`config.mk`:
```
export PLATFORM = sky130hd
export DESIGN_NAME = sbh_host_decode
export DESIGN_NICKNAME = d
export VERILOG_FILES = /design/src/sbh_pkg.sv /design/src/sbh_host_decode.sv
export SDC_FILE = /design/constraint.sdc
export NUM_CORES = 1
export LEC_CHECK = 0
export ABC_AREA = 0
export BUFFER_PORTS_ARGS = -buffer_cell sky130_fd_sc_hd__buf_2
export CAP_MARGIN = 20
export CORE_ASPECT_RATIO = 1.25
export CORE_MARGIN = 2
export CORE_UTILIZATION = 35
export DETAILED_ROUTE_END_ITERATION = 6
export GPL_TIMING_DRIVEN = 0
export SLEW_MARGIN = 20
export SYNTH_ARGS = -nofsm -noshare
export SYNTH_HDL_FRONTEND = slang
export SYNTH_SLANG_ARGS = --single-unit
```
`constraint.sdc`:
```
create_clock -name clk_sys -period 1.6 [get_ports clk_sys]
set_input_delay 0 -clock clk_sys [delete_from_list [all_inputs] [get_ports clk_sys]]
set_output_delay 0 -clock clk_sys [all_outputs]
set_load 0.01 [all_outputs]
```
`src/sbh_pkg.sv`:
```
package sbh_pkg;
    // low address byte fields
    localparam int SBH_A_CTLDATA = 0;     // 1 = control/status, 0 = data
    localparam int SBH_A_CHAN_A  = 1;
    localparam int SBH_A_CHAN_B  = 2;
    localparam int SBH_A_CTLPORT = 3;
    localparam int SBH_A_CARD_LO = 4;
    localparam int SBH_A_CARD_HI = 7;
    // high address byte required in memory-mapped mode
    localparam logic [7:0] SBH_MEM_HI_BYTE = 8'hFE;

    // board control port bits
    localparam int SBH_C_IE_A  = 0;
    localparam int SBH_C_CDO_A = 1;
    localparam int SBH_C_CDI_A = 2;
    localparam int SBH_C_CTS_A = 3;
    localparam int SBH_C_IE_B  = 4;
    localparam int SBH_C_CDO_B = 5;
    localparam int SBH_C_CDI_B = 6;
    localparam int SBH_C_CTS_B = 7;
    localparam logic SBH_CTL_RST = 1'b0;  // enables and carrier outputs at reset

    // layout of the synchronised pin vector
    localparam int SBH_P_ST_A  = 0;       // four status lines, channel a
    localparam int SBH_P_ST_B  = 4;       // four status lines, channel b
    localparam int SBH_P_CTS_A = 8;
    localparam int SBH_P_CTS_B = 9;
    localparam int SBH_P_CDI_A = 10;
    localparam int SBH_P_CDI_B = 11;
    localparam int SBH_P_MEM   = 12;
    localparam int SBH_P_CARD  = 13;      // four board address jumpers
    localparam int SBH_P_W     = 17;
    localparam logic [SBH_P_W-1:0] SBH_P_RST = 17'h00000;
    localparam logic [7:0]         SBH_RD_RST = 8'h00;
endpackage

```
`src/sbh_host_decode.sv`:
```
`timescale 1ns/1ps
module sbh_host_decode
    import sbh_pkg::*;
(
    input  wire logic       clk_sys,
    input  wire logic       nrst,
    input  wire logic [7:0] addr_lo,
    input  wire logic [7:0] addr_hi,
    input  wire logic       io_rd,
    input  wire logic       io_wr,
    input  wire logic       mem_rd,
    input  wire logic       mem_wr,
    input  wire logic [7:0] wr_data,
    input  wire logic       mem_mode_jumper,
    input  wire logic [3:0] board_addr_jumper,
    input  wire logic [3:0] status_a,
    input  wire logic [3:0] status_b,
    input  wire logic       cts_a,
    input  wire logic       cts_b,
    input  wire logic       cd_rx_a,
    input  wire logic       cd_rx_b,
    output logic            usart_ctl_sel,
    output logic            usart_a_en,
    output logic            usart_b_en,
    output logic            ctl_rd_oe,
    output logic [7:0]      rd_data,
    output logic            irq_a,
    output logic            irq_b,
    output logic            cd_out_a,
    output logic            cd_out_b
);

    // status vector order: transmit_ready_line, transmit_empty_line,
    // receive_ready_line, sync_detect_line (active high)

    function automatic logic chan_irq(input logic ie, input logic [3:0] st);
        chan_irq = ie & (|st);
    endfunction

    ////////////////////////////////////////////////////////////////////////
    // pin synchronisers

    logic [SBH_P_W-1:0] pin_s1_r;
    logic [SBH_P_W-1:0] pin_s2_r;
    logic [SBH_P_W-1:0] pin_raw;

    // jumpers and usart lines are asynchronous to the backplane clock
    assign pin_raw = {board_addr_jumper, mem_mode_jumper, cd_rx_b, cd_rx_a,
                      cts_b, cts_a, status_b, status_a};

    always_ff @(posedge clk_sys) begin
        if (!nrst) begin
            pin_s1_r <= SBH_P_RST;
            pin_s2_r <= SBH_P_RST;
        end else begin
            pin_s1_r <= pin_raw;
            pin_s2_r <= pin_s1_r;
        end
    end

    logic [3:0] st_a_s;
    logic [3:0] st_b_s;
    logic [3:0] card_s;
    logic       mem_mode_s;

    assign st_a_s     = pin_s2_r[SBH_P_ST_A +: 4];
    assign st_b_s     = pin_s2_r[SBH_P_ST_B +: 4];
    assign card_s     = pin_s2_r[SBH_P_CARD +: 4];
    assign mem_mode_s = pin_s2_r[SBH_P_MEM];

    ////////////////////////////////////////////////////////////////////////
    // address decode

    logic card_hit;
    logic acc_rd;
    logic acc_wr;
    logic ctl_hit;

    // card match is combinational so usart enables follow the bus cycle
    assign card_hit = (addr_lo[SBH_A_CARD_HI:SBH_A_CARD_LO] == card_s);

    always_comb begin
        if (mem_mode_s) begin
            // every memory cycle with high byte SBH_MEM_HI_BYTE is a port cycle, so read-modify-write
            // instructions read the input port and write the output port
            acc_rd = mem_rd & (addr_hi == SBH_MEM_HI_BYTE);
            acc_wr = mem_wr & (addr_hi == SBH_MEM_HI_BYTE);
        end else begin
            acc_rd = io_rd;
            acc_wr = io_wr;
        end
    end

    // usart selects; the usart itself decodes read/write from the bus
    assign usart_ctl_sel = addr_lo[SBH_A_CTLDATA];
    assign usart_a_en = (acc_rd | acc_wr) & card_hit & addr_lo[SBH_A_CHAN_A];
    assign usart_b_en = (acc_rd | acc_wr) & card_hit & addr_lo[SBH_A_CHAN_B];
    assign ctl_hit    = card_hit & addr_lo[SBH_A_CTLPORT];
    assign ctl_rd_oe  = acc_rd & ctl_hit;

    ////////////////////////////////////////////////////////////////////////
    // board control port

    logic       ie_a_r;
    logic       ie_a_nxt;
    logic       ie_b_r;
    logic       ie_b_nxt;
    logic       cdo_a_r;
    logic       cdo_a_nxt;
    logic       cdo_b_r;
    logic       cdo_b_nxt;
    logic [7:0] rd_r;
    logic [7:0] rd_nxt;

    always_comb begin
        ie_a_nxt  = ie_a_r;
        ie_b_nxt  = ie_b_r;
        cdo_a_nxt = cdo_a_r;
        cdo_b_nxt = cdo_b_r;
        rd_nxt    = rd_r;
        if (acc_wr && ctl_hit) begin
            // bits 2,3,6,7 of the written byte are not stored
            ie_a_nxt  = wr_data[SBH_C_IE_A];
            ie_b_nxt  = wr_data[SBH_C_IE_B];
            cdo_a_nxt = wr_data[SBH_C_CDO_A];
            cdo_b_nxt = wr_data[SBH_C_CDO_B];
        end
        if (ctl_rd_oe) begin
            rd_nxt = '1;
            rd_nxt[SBH_C_CDI_A] = pin_s2_r[SBH_P_CDI_A];
            rd_nxt[SBH_C_CDI_B] = pin_s2_r[SBH_P_CDI_B];
            rd_nxt[SBH_C_CTS_A] = pin_s2_r[SBH_P_CTS_A];
            rd_nxt[SBH_C_CTS_B] = pin_s2_r[SBH_P_CTS_B];
        end
    end

    always_ff @(posedge clk_sys) begin
        if (!nrst) begin
            ie_a_r  <= SBH_CTL_RST;
            ie_b_r  <= SBH_CTL_RST;
            cdo_a_r <= SBH_CTL_RST;
            cdo_b_r <= SBH_CTL_RST;
            rd_r    <= SBH_RD_RST;
        end else begin
            ie_a_r  <= ie_a_nxt;
            ie_b_r  <= ie_b_nxt;
            cdo_a_r <= cdo_a_nxt;
            cdo_b_r <= cdo_b_nxt;
            rd_r    <= rd_nxt;
        end
    end

    assign rd_data  = rd_r;
    assign cd_out_a = cdo_a_r;
    assign cd_out_b = cdo_b_r;

    ////////////////////////////////////////////////////////////////////////
    // interrupts

    logic irq_a_r;
    logic irq_a_nxt;
    logic irq_b_r;
    logic irq_b_nxt;

    // no latching: a cause drops as soon as the usart drops its line, which
    // is how disabling a function or loading the transmitter clears it
    always_comb begin
        irq_a_nxt = chan_irq(ie_a_r, st_a_s);
        irq_b_nxt = chan_irq(ie_b_r, st_b_s);
    end

    always_ff @(posedge clk_sys) begin
        if (!nrst) begin
            irq_a_r <= SBH_CTL_RST;
            irq_b_r <= SBH_CTL_RST;
        end else begin
            irq_a_r <= irq_a_nxt;
            irq_b_r <= irq_b_nxt;
        end
    end

    assign irq_a = irq_a_r;
    assign irq_b = irq_b_r;
endmodule

```
# Yosys cells after proc, flatten, opt, wreduce, memory -nomap -nowiden
# Cells that the tools add are included.
# classes
add_sub_neg,0
n_mul,0
div_mod_pow,0
magnitude_cmp,0
eq_ne,2
shift,0
mux,2
bitwise_logic,10
reduce_logical,3
# ops
op,n
$and 1x1->1,9
$eq 8x8->1 const B,1
$reduce_or 4->1,2
$eq 4x4->1,1
$mux 1,2
$logic_and 1x1->1,1
$or 1x1->1,1
# word_totals
reg_bits,48
latch_bits,0
mem_bits_rw,0
rom_bits,0
output_inout_bits,16
word_cells,26
mem_count,0

# Depth between registers and ports, before layout
# Gate-level depths: netlist (run 1).
# depth
ltp_word,6
ltp_mapped,5
depth_no_buf,4

# Least setup slack after synthesis (run 1)
# OpenSTA, ideal clock, no wires.
# synth_path
path_type,register -> register
from,register pin_s2_r[14]
to,"register rd_r[2], in the netlist rd_data[2]"
arrival_time_ns,1.242
required_ns,1.528
path_slack_ns,0.286
path_stages_with_launch,6
n_path_buf,1
period_less_slack_ns,1.314
path_cell_list,dfxtp_1 > xor2_1 > nor4_2 > and3_1 > buf_4 > mux2i_1
# synth_between
elab_chain_len,3
# synth_rtl
element,line,text
"start, declared",sbh_host_decode.sv:44,logic [SBH_P_W-1:0] pin_s2_r;
"start signal, assigned",sbh_host_decode.sv:57,pin_s2_r <= pin_s1_r;
$eq 4x4->1,sbh_host_decode.sv:80,assign card_hit = (addr_lo[SBH_A_CARD_HI:SBH_A_CARD_LO] == card_s);
$and 1x1->1,sbh_host_decode.sv:98,assign ctl_hit = card_hit & addr_lo[SBH_A_CTLPORT];
$and 1x1->1,sbh_host_decode.sv:99,assign ctl_rd_oe = acc_rd & ctl_hit;
named net ctl_rd_oe,sbh_host_decode.sv:25,"output logic ctl_rd_oe,"
"end signal, assigned",sbh_host_decode.sv:149,rd_r <= rd_nxt;
"end, declared",sbh_host_decode.sv:112,logic [7:0] rd_r;
# The timed path passes the listed nets, and every way through them passes these cells.
# A chain may end at the register's enable or synchronous reset.

# Final worst setup path (run 1)
# layout_path
from,register pin_s2_r[14]
to,output ctl_rd_oe
# layout_between
elab_chain_len,3
# layout_rtl
element,line
$eq 4x4->1,sbh_host_decode.sv:80
$and 1x1->1,sbh_host_decode.sv:98
$and 1x1->1,sbh_host_decode.sv:99
"end, declared",sbh_host_decode.sv:25
# No other way between the ends.

==> impl_metrics.env, run 1 <==
export IMPL_syn_area_mm2=0.00146
export IMPL_cp_start_kind="flip-flop"
export IMPL_die_area_mm2=0.00472
export IMPL_r2r_start="pin_s2_r[14]"
export IMPL_end_kind="primary output"
export IMPL_yosys_area_top_type="dfxtp_1"
export IMPL_drt_wl_total_um=2760
export IMPL_gr_total_overflow=0
export IMPL_ioPinCount=63
export IMPL_synth_top_area_share=0.615
export IMPL_path_max_fanout=3
export IMPL_crit_arrival_ps=1490
export IMPL_drt_iter0_drc=12
export IMPL_ant_nets=0
export IMPL_cpMostUsedCell="buf_6"
export IMPL_slew_violations=0
export IMPL_power_mw=2.22
export IMPL_hold_path_class="primary input to flip-flop"
export IMPL_final_layout_size_suffix_gt1_frac=0.332
export IMPL_required_ps=1600
export IMPL_ys_warn_count=0
export IMPL_cts_max_level=2
export IMPL_maxCapViolCount=0
export IMPL_clock_sinks=45
export IMPL_tns_ps=0
export IMPL_path_depth=5
export IMPL_slowest_stage="dfxtp_2"
export IMPL_grt_total_usage=0.127
export IMPL_worst_pin_slew_ps=412
export IMPL_fin_crit_sh=0.931
export IMPL_numPortBuffers=57
export IMPL_hold_slack_ps=11.6
export IMPL_synth_avg_cell_area_um2=10.6
export IMPL_routed_via_density=4.07
export IMPL_status="finished, final reports clean"
export IMPL_rsz0062_at_grt="no"
export IMPL_hold_path_depth=3
export IMPL_core_area_mm2=0.00407
export IMPL_min_from="nrst"
export IMPL_crit_start="pin_s2_r[14]"
export IMPL_firstDrtPassIters=2
export IMPL_crit_buf_inv=2
export IMPL_power_density_mw_per_mm2=1010
export IMPL_antenna_found_initial=0
export IMPL_critical_path_top_delay_family="simple AND/OR/NAND/NOR gates"
export IMPL_grt_pass1_vias=1037
export IMPL_finalHoldViolCount=0
export IMPL_skew_ps=5.48
export IMPL_ys_ff_latch=45
export IMPL_synthCells=138
export IMPL_dp_hpwl_um=1890
export IMPL_diodes=0
export IMPL_reg2regPathDepth=6
export IMPL_num_vias=1149
export IMPL_cts_tree="built"
export IMPL_post_route_util=0.540
export IMPL_syn_nets=185
export IMPL_cts_root_buffer="clkbuf_8"
export IMPL_cts_buffers=5
export IMPL_chipWidth_um=61.8
export IMPL_syn2layout_area_growth_pct=50.0
export IMPL_yosysSeqAreaShare=0.615
export IMPL_clk_pin_slew_ps=80
export IMPL_path_class="flip-flop to primary output"
export IMPL_die_h_um=76.3
export IMPL_grt_max_degree=15
export IMPL_vdd_ir_drop_worst_mv=0.612
export IMPL_fmax_mhz=671
export IMPL_place_gp_congestion=0.662
export IMPL_crit_chain="xor2_2 -> nor4_4 -> and3_1 -> buf_6 -> buf_6"
export IMPL_rows=26
export IMPL_cts_max_path_buffers=2
export IMPL_p_leak_nw=1.04
export IMPL_grt_first_pass_wirelength_um=4260
export IMPL_wl_per_cell_um=9.77
export IMPL_post_route_min_period_ps=1490
export IMPL_yosys_cell_types_count=18
export IMPL_synthTopCellsByArea="dfxtp_1 (62%), and2_1 (15%), mux2i_1 (5.5%)"
export IMPL_clock_latency_ps=290
export IMPL_report_final_setup_viol=0
export IMPL_cp_slowest_stage_delay_ps=330
export IMPL_nets=272
export IMPL_initial_core_util=0.360
export IMPL_slew_headroom=0.725
export IMPL_post_route_drc_count=0
[worst min-delay path, delay by kind of cell]
kind	cells	cell delay [ps]
buf+inv	1	130
simple gates	2	130
[what timing repair did]
item	4_1_cts	5_1_grt
pin swaps	2	4
buffers inserted	2	0
hold buffers	21	0
resized for setup	1	6
hold endpoints to repair	21	0
endpoints found under the setup margin	1	7
[sequential cells by signal, summed over array words and instances (netlist names)]
register,cells
cd_out_a,1
cd_out_b,1
ie_a_r,1
ie_b_r,1
irq_a,1
irq_b,1
pin_s1_r,17
pin_s2_r,17
rd_data,5
[cell type report]
type / count / area [um^2]
Buffer: 10 / 60.1
Clock buffer: 6 / 82.6
Clock inverter: 2 / 37.5
Fill cell: 394 / 1870
Inverter: 4 / 15.0
Multi-Input combinational cell: 79 / 508
Sequential cell: 45 / 902
Tap cell: 56 / 70.1
Timing Repair Buffer: 80 / 520
[cells in the mapped netlist]
master	instances
nor4_1	2
dfxtp_1	45
o21a_1	1
nor4_2	1
nor2_1	4
nand2_1	18
and2_1	34
and3_1	1
nand4_1	1
inv_1	4
o21ai_0	1
clkbuf_1	5
o32ai_1	2
nand4b_1	1
xor2_1	4
buf_4	5
nand3_1	1
mux2i_1	8
[worst paths after layout]
kind                                     end  slack (ps)
worst max-delay path               ctl_rd_oe         110
worst min-delay path                   irq_b          10
worst max register to register    rd_data[3]         130
worst min register to register  pin_s2_r[16]         430
[cells by family after synthesis]
group	share of synthesized area
AND/OR/NAND/NOR	0.237
flip-flops	0.615
buffers and inverters	0.0487
multiplexers	0.0547
AO/OA/AOI/OAI	0.0205
XOR/XNOR	0.0239
[metal layers]
layer,GRT usage,vias up,part of all wire
met2,0.237,38,0.56
met3,0.0458,4,0.060
met1,0.106,505,0.36
li1,-,602,-
met4,0.0702,0,0.019
met5,0,-,0
[metrics by stage]
step | instances | instance area, um^2 | setup slack [ps]
after floorplan | 138 | 1460 | 286
after global placement | 251 | 1820 | 140
after detailed placement | 251 | 1820 | 137
after CTS | 282 | 2170 | 21.3
after global routing | 282 | 2200 | 19.2
final | 282 | 2200 | 110
[layout by cell type, fill, tap and decap left out, drive strengths merged]
cell          n
nand2        18
nand3         1
clkinvlp      1
inv           4
dlygate4sd3  21
nand4b        1
xor2          4
o21ai         1
dfxtp        45
o32ai         2
mux2i         8
clkbuf       11
nor4          3
and3          1
o21a          1
buf          64
nor2          4
bufinv        1
and2         34
nand4         1
[where the power goes]
| group | total, mW | switching (mW) | leakage, nW | internal [mW] |
|---|---|---|---|---|
| Sequential | 1.17 | 0.0101 | 0.370 | 1.16 |
| Combinational | 0.180 | 0.0674 | 0.610 | 0.113 |
| Clock | 0.865 | 0.358 | 0.0574 | 0.507 |
| Total | 2.22 | 0.436 | 1.04 | 1.78 |
Power figures use the tool's default switching activity.
==> inputs of run 2 (changes only) <==
--- a/config.mk
+++ b/config.mk
@@ -13,6 +13,7 @@
 export CORE_UTILIZATION = 35
 export DETAILED_ROUTE_END_ITERATION = 6
 export GPL_TIMING_DRIVEN = 0
+export PLACE_DENSITY_LB_ADDON = 0.1
 export SLEW_MARGIN = 20
 export SYNTH_ARGS = -nofsm -noshare
 export SYNTH_HDL_FRONTEND = slang
==> constraint.sdc (replaced) <==
create_clock -name clk_sys -period 1.4 [get_ports clk_sys]
set_input_delay 0 -clock clk_sys [delete_from_list [all_inputs] [get_ports clk_sys]]
set_output_delay 0 -clock clk_sys [all_outputs]
set_load 0.01 [all_outputs]
==> run 2 against run 1 <==
The flow now finishes with violations (negative setup slack). First-iteration DRC count grew to 2.9 times the previous value. Cell count is 0.71% lower. Count of clock-buffer cells in the layout increased by 2. Setup slack worse by 200 ps. Core utilization fell by 0.43 points. Register-to-register slack got worse by 200 ps. Non-clock buffer count decreased by 2. Sequential cell count is the same. Critical path depth down 1. Wire length down 1.6%. Power grew 2.9%. Critical path type unchanged. Largest cell class unchanged.
==> impl_metrics.env, run 2 (synthesized netlist as in run 1, its figures left out) <==
export IMPL_finalHoldViolCount=0
export IMPL_ant_nets=0
export IMPL_dp_hpwl_um=1980
export IMPL_crit_arrival_ps=1490
export IMPL_cts_max_level=2
export IMPL_initial_core_util=0.360
export IMPL_grt_first_pass_wirelength_um=4220
export IMPL_grt_total_usage=0.123
export IMPL_slew_headroom=0.715
export IMPL_slew_violations=0
export IMPL_skew_ps=4.89
export IMPL_r2r_start="pin_s2_r[15]"
export IMPL_cts_root_buffer="clkbuf_8"
export IMPL_placed_cell_area_mm2=0.00182
export IMPL_report_final_setup_viol=11
export IMPL_hold_path_class="primary input to flip-flop"
export IMPL_path_class="flip-flop to primary output"
export IMPL_antenna_found_initial=0
export IMPL_ioPinCount=63
export IMPL_num_vias=1175
export IMPL_core_area_mm2=0.00407
export IMPL_power_density_mw_per_mm2=1050
export IMPL_dp_worst_setup_slack_ps=-57.9
export IMPL_place_gp_congestion=0.699
export IMPL_top_layer_used="met4"
export IMPL_cts_max_path_buffers=2
export IMPL_vdd_ir_drop_worst_mv=0.679
export IMPL_dpl_cell_count=251
export IMPL_post_route_drc_count=0
export IMPL_drt_wl_total_um=2710
export IMPL_reg2reg_to="rd_data[2]"
export IMPL_intPower_mw=1.81
export IMPL_cts_tree="built"
export IMPL_wl_per_cell_um=9.68
export IMPL_clk_pin_slew_ps=70
export IMPL_reg2reg_slack_ps=-70
export IMPL_required_ps=1400
export IMPL_layout_common_cells="buf_2 (56), dfxtp_1 (43), and2_1 (34)"
export IMPL_wl_met3_um=183
export IMPL_min_from="nrst"
export IMPL_holdPathEnd="irq_b"
export IMPL_combPwrFrac=0.093
export IMPL_path_max_fanout=3
export IMPL_die_area_mm2=0.00472
export IMPL_met1_length_um=1010
export IMPL_met2WireLength_um=1460
export IMPL_firstDrtPassIters=2
export IMPL_die_h_um=76.3
export IMPL_status="complete, but fails checks"
export IMPL_setup_ws_ps=-85.1
export IMPL_routed_via_density=4.20
export IMPL_nets=270
export IMPL_reg2regPathDepth=5
export IMPL_p_leak_nw=1.01
export IMPL_gr_total_overflow=0
export IMPL_fin_area_mm2=0.00218
export IMPL_cp_start_kind="flip-flop"
export IMPL_syn2layout_area_growth_pct=48.8
export IMPL_fin_crit_sh=1.06
export IMPL_pwr_share_seq=0.587
export IMPL_fin_cells=280
export IMPL_numPortBuffers=57
export IMPL_p_sw_mw=0.469
export IMPL_cts_buffers=5
export IMPL_grt_pass1_vias=1090
export IMPL_chipWidth_um=61.8
export IMPL_post_route_min_period_ps=1490
export IMPL_rsz0062_at_grt="yes"
export IMPL_hold_slack_ps=21.3
export IMPL_drt_iter0_drc=35
export IMPL_worst_pin_slew_ps=427
export IMPL_final_common_cell="buf_2"
export IMPL_diodes=0
export IMPL_end_kind="primary output"
export IMPL_rows=26
export IMPL_grt_max_degree=13
export IMPL_maxCapViolCount=0
export IMPL_fmax_mhz=673
export IMPL_p_clk_frac=0.320
export IMPL_hold_path_depth=3
export IMPL_clock_sinks=45
export IMPL_violations="negative setup slack"
export IMPL_final_layout_size_suffix_gt1_frac=0.339
export IMPL_clock_latency_ps=290
export IMPL_switching_share=0.205
-- run 2: cell types whose count changed in the layout (fill, tap and decap cells not counted), sizes merged --
cell,delta
buf,-2
clkbuf,+2
clkinvlp,-1
bufinv,-1
-- run 2: what timing repair did --
action | 4_1_cts | 5_1_grt
pin swaps | 3 | 4
gates resized for setup | 4 | 8
setup endpoints to repair | 11 | 12
hold endpoints to repair | 21 | 0
hold buffers | 21 | 0
buffers inserted | 1 | 0
-- run 2: worst max path at each step --
stage	to	startpoint	slack [ps]
global placement	cd_out_a	pin_s2_r[14]	-40
floorplan	rd_data[2]	pin_s2_r[14]	90
CTS	ctl_rd_oe	pin_s2_r[15]	-160
global route	usart_b_en	pin_s2_r[15]	-170
finish	ctl_rd_oe	pin_s2_r[15]	-90
detailed placement	rd_data[2]	pin_s2_r[14]	-60
-- run 2: per-layer routing --
layer | vias to the layer above | GRT usage
li1 | 598 | -
met1 | 534 | 0.0977
met2 | 37 | 0.239
met3 | 6 | 0.0458
met4 | 0 | 0.0574
met5 | - | 0
-- run 2: power groups by stage --
stage                     Combinational (mW)  Sequential, mW  Clock (mW)
after floorplan                       0.0765            1.37           0
after global placement                 0.151            1.37           0
after detailed placement               0.154            1.37           0
after CTS                              0.203            1.34       0.754
after global routing                   0.235            1.34       0.807
final                                  0.211            1.34       0.730
-- run 2: stage by stage --
step / power (mW) / TNS (ps) / utilization
6_report: 2.28 / -463 / 0.536
5_1_grt: 2.39 / -1300 / 0.536
4_1_cts: 2.30 / -1060 / 0.526
2_1_floorplan: 1.44 / 0 / -
3_5_place_dp: 1.52 / -350 / 0.447
3_3_place_gp: 1.52 / -226 / 0.447
-- run 2: worst max-delay path, stage by stage, from the launching register on --
cell and delay (ps):
dfxtp_2 330, xor2_2 150, nor4_4 350, and3_4 260, buf_6 100
-- run 2: cell type report --
type,count,area [um^2]
inverters,4,15.0
plain buffers,9,48.8
fillers,373,1890
flip-flops and latches,45,903
clock buffers,8,80.1
well taps,56,70.1
multi-input cells,79,539
repair buffers,79,522
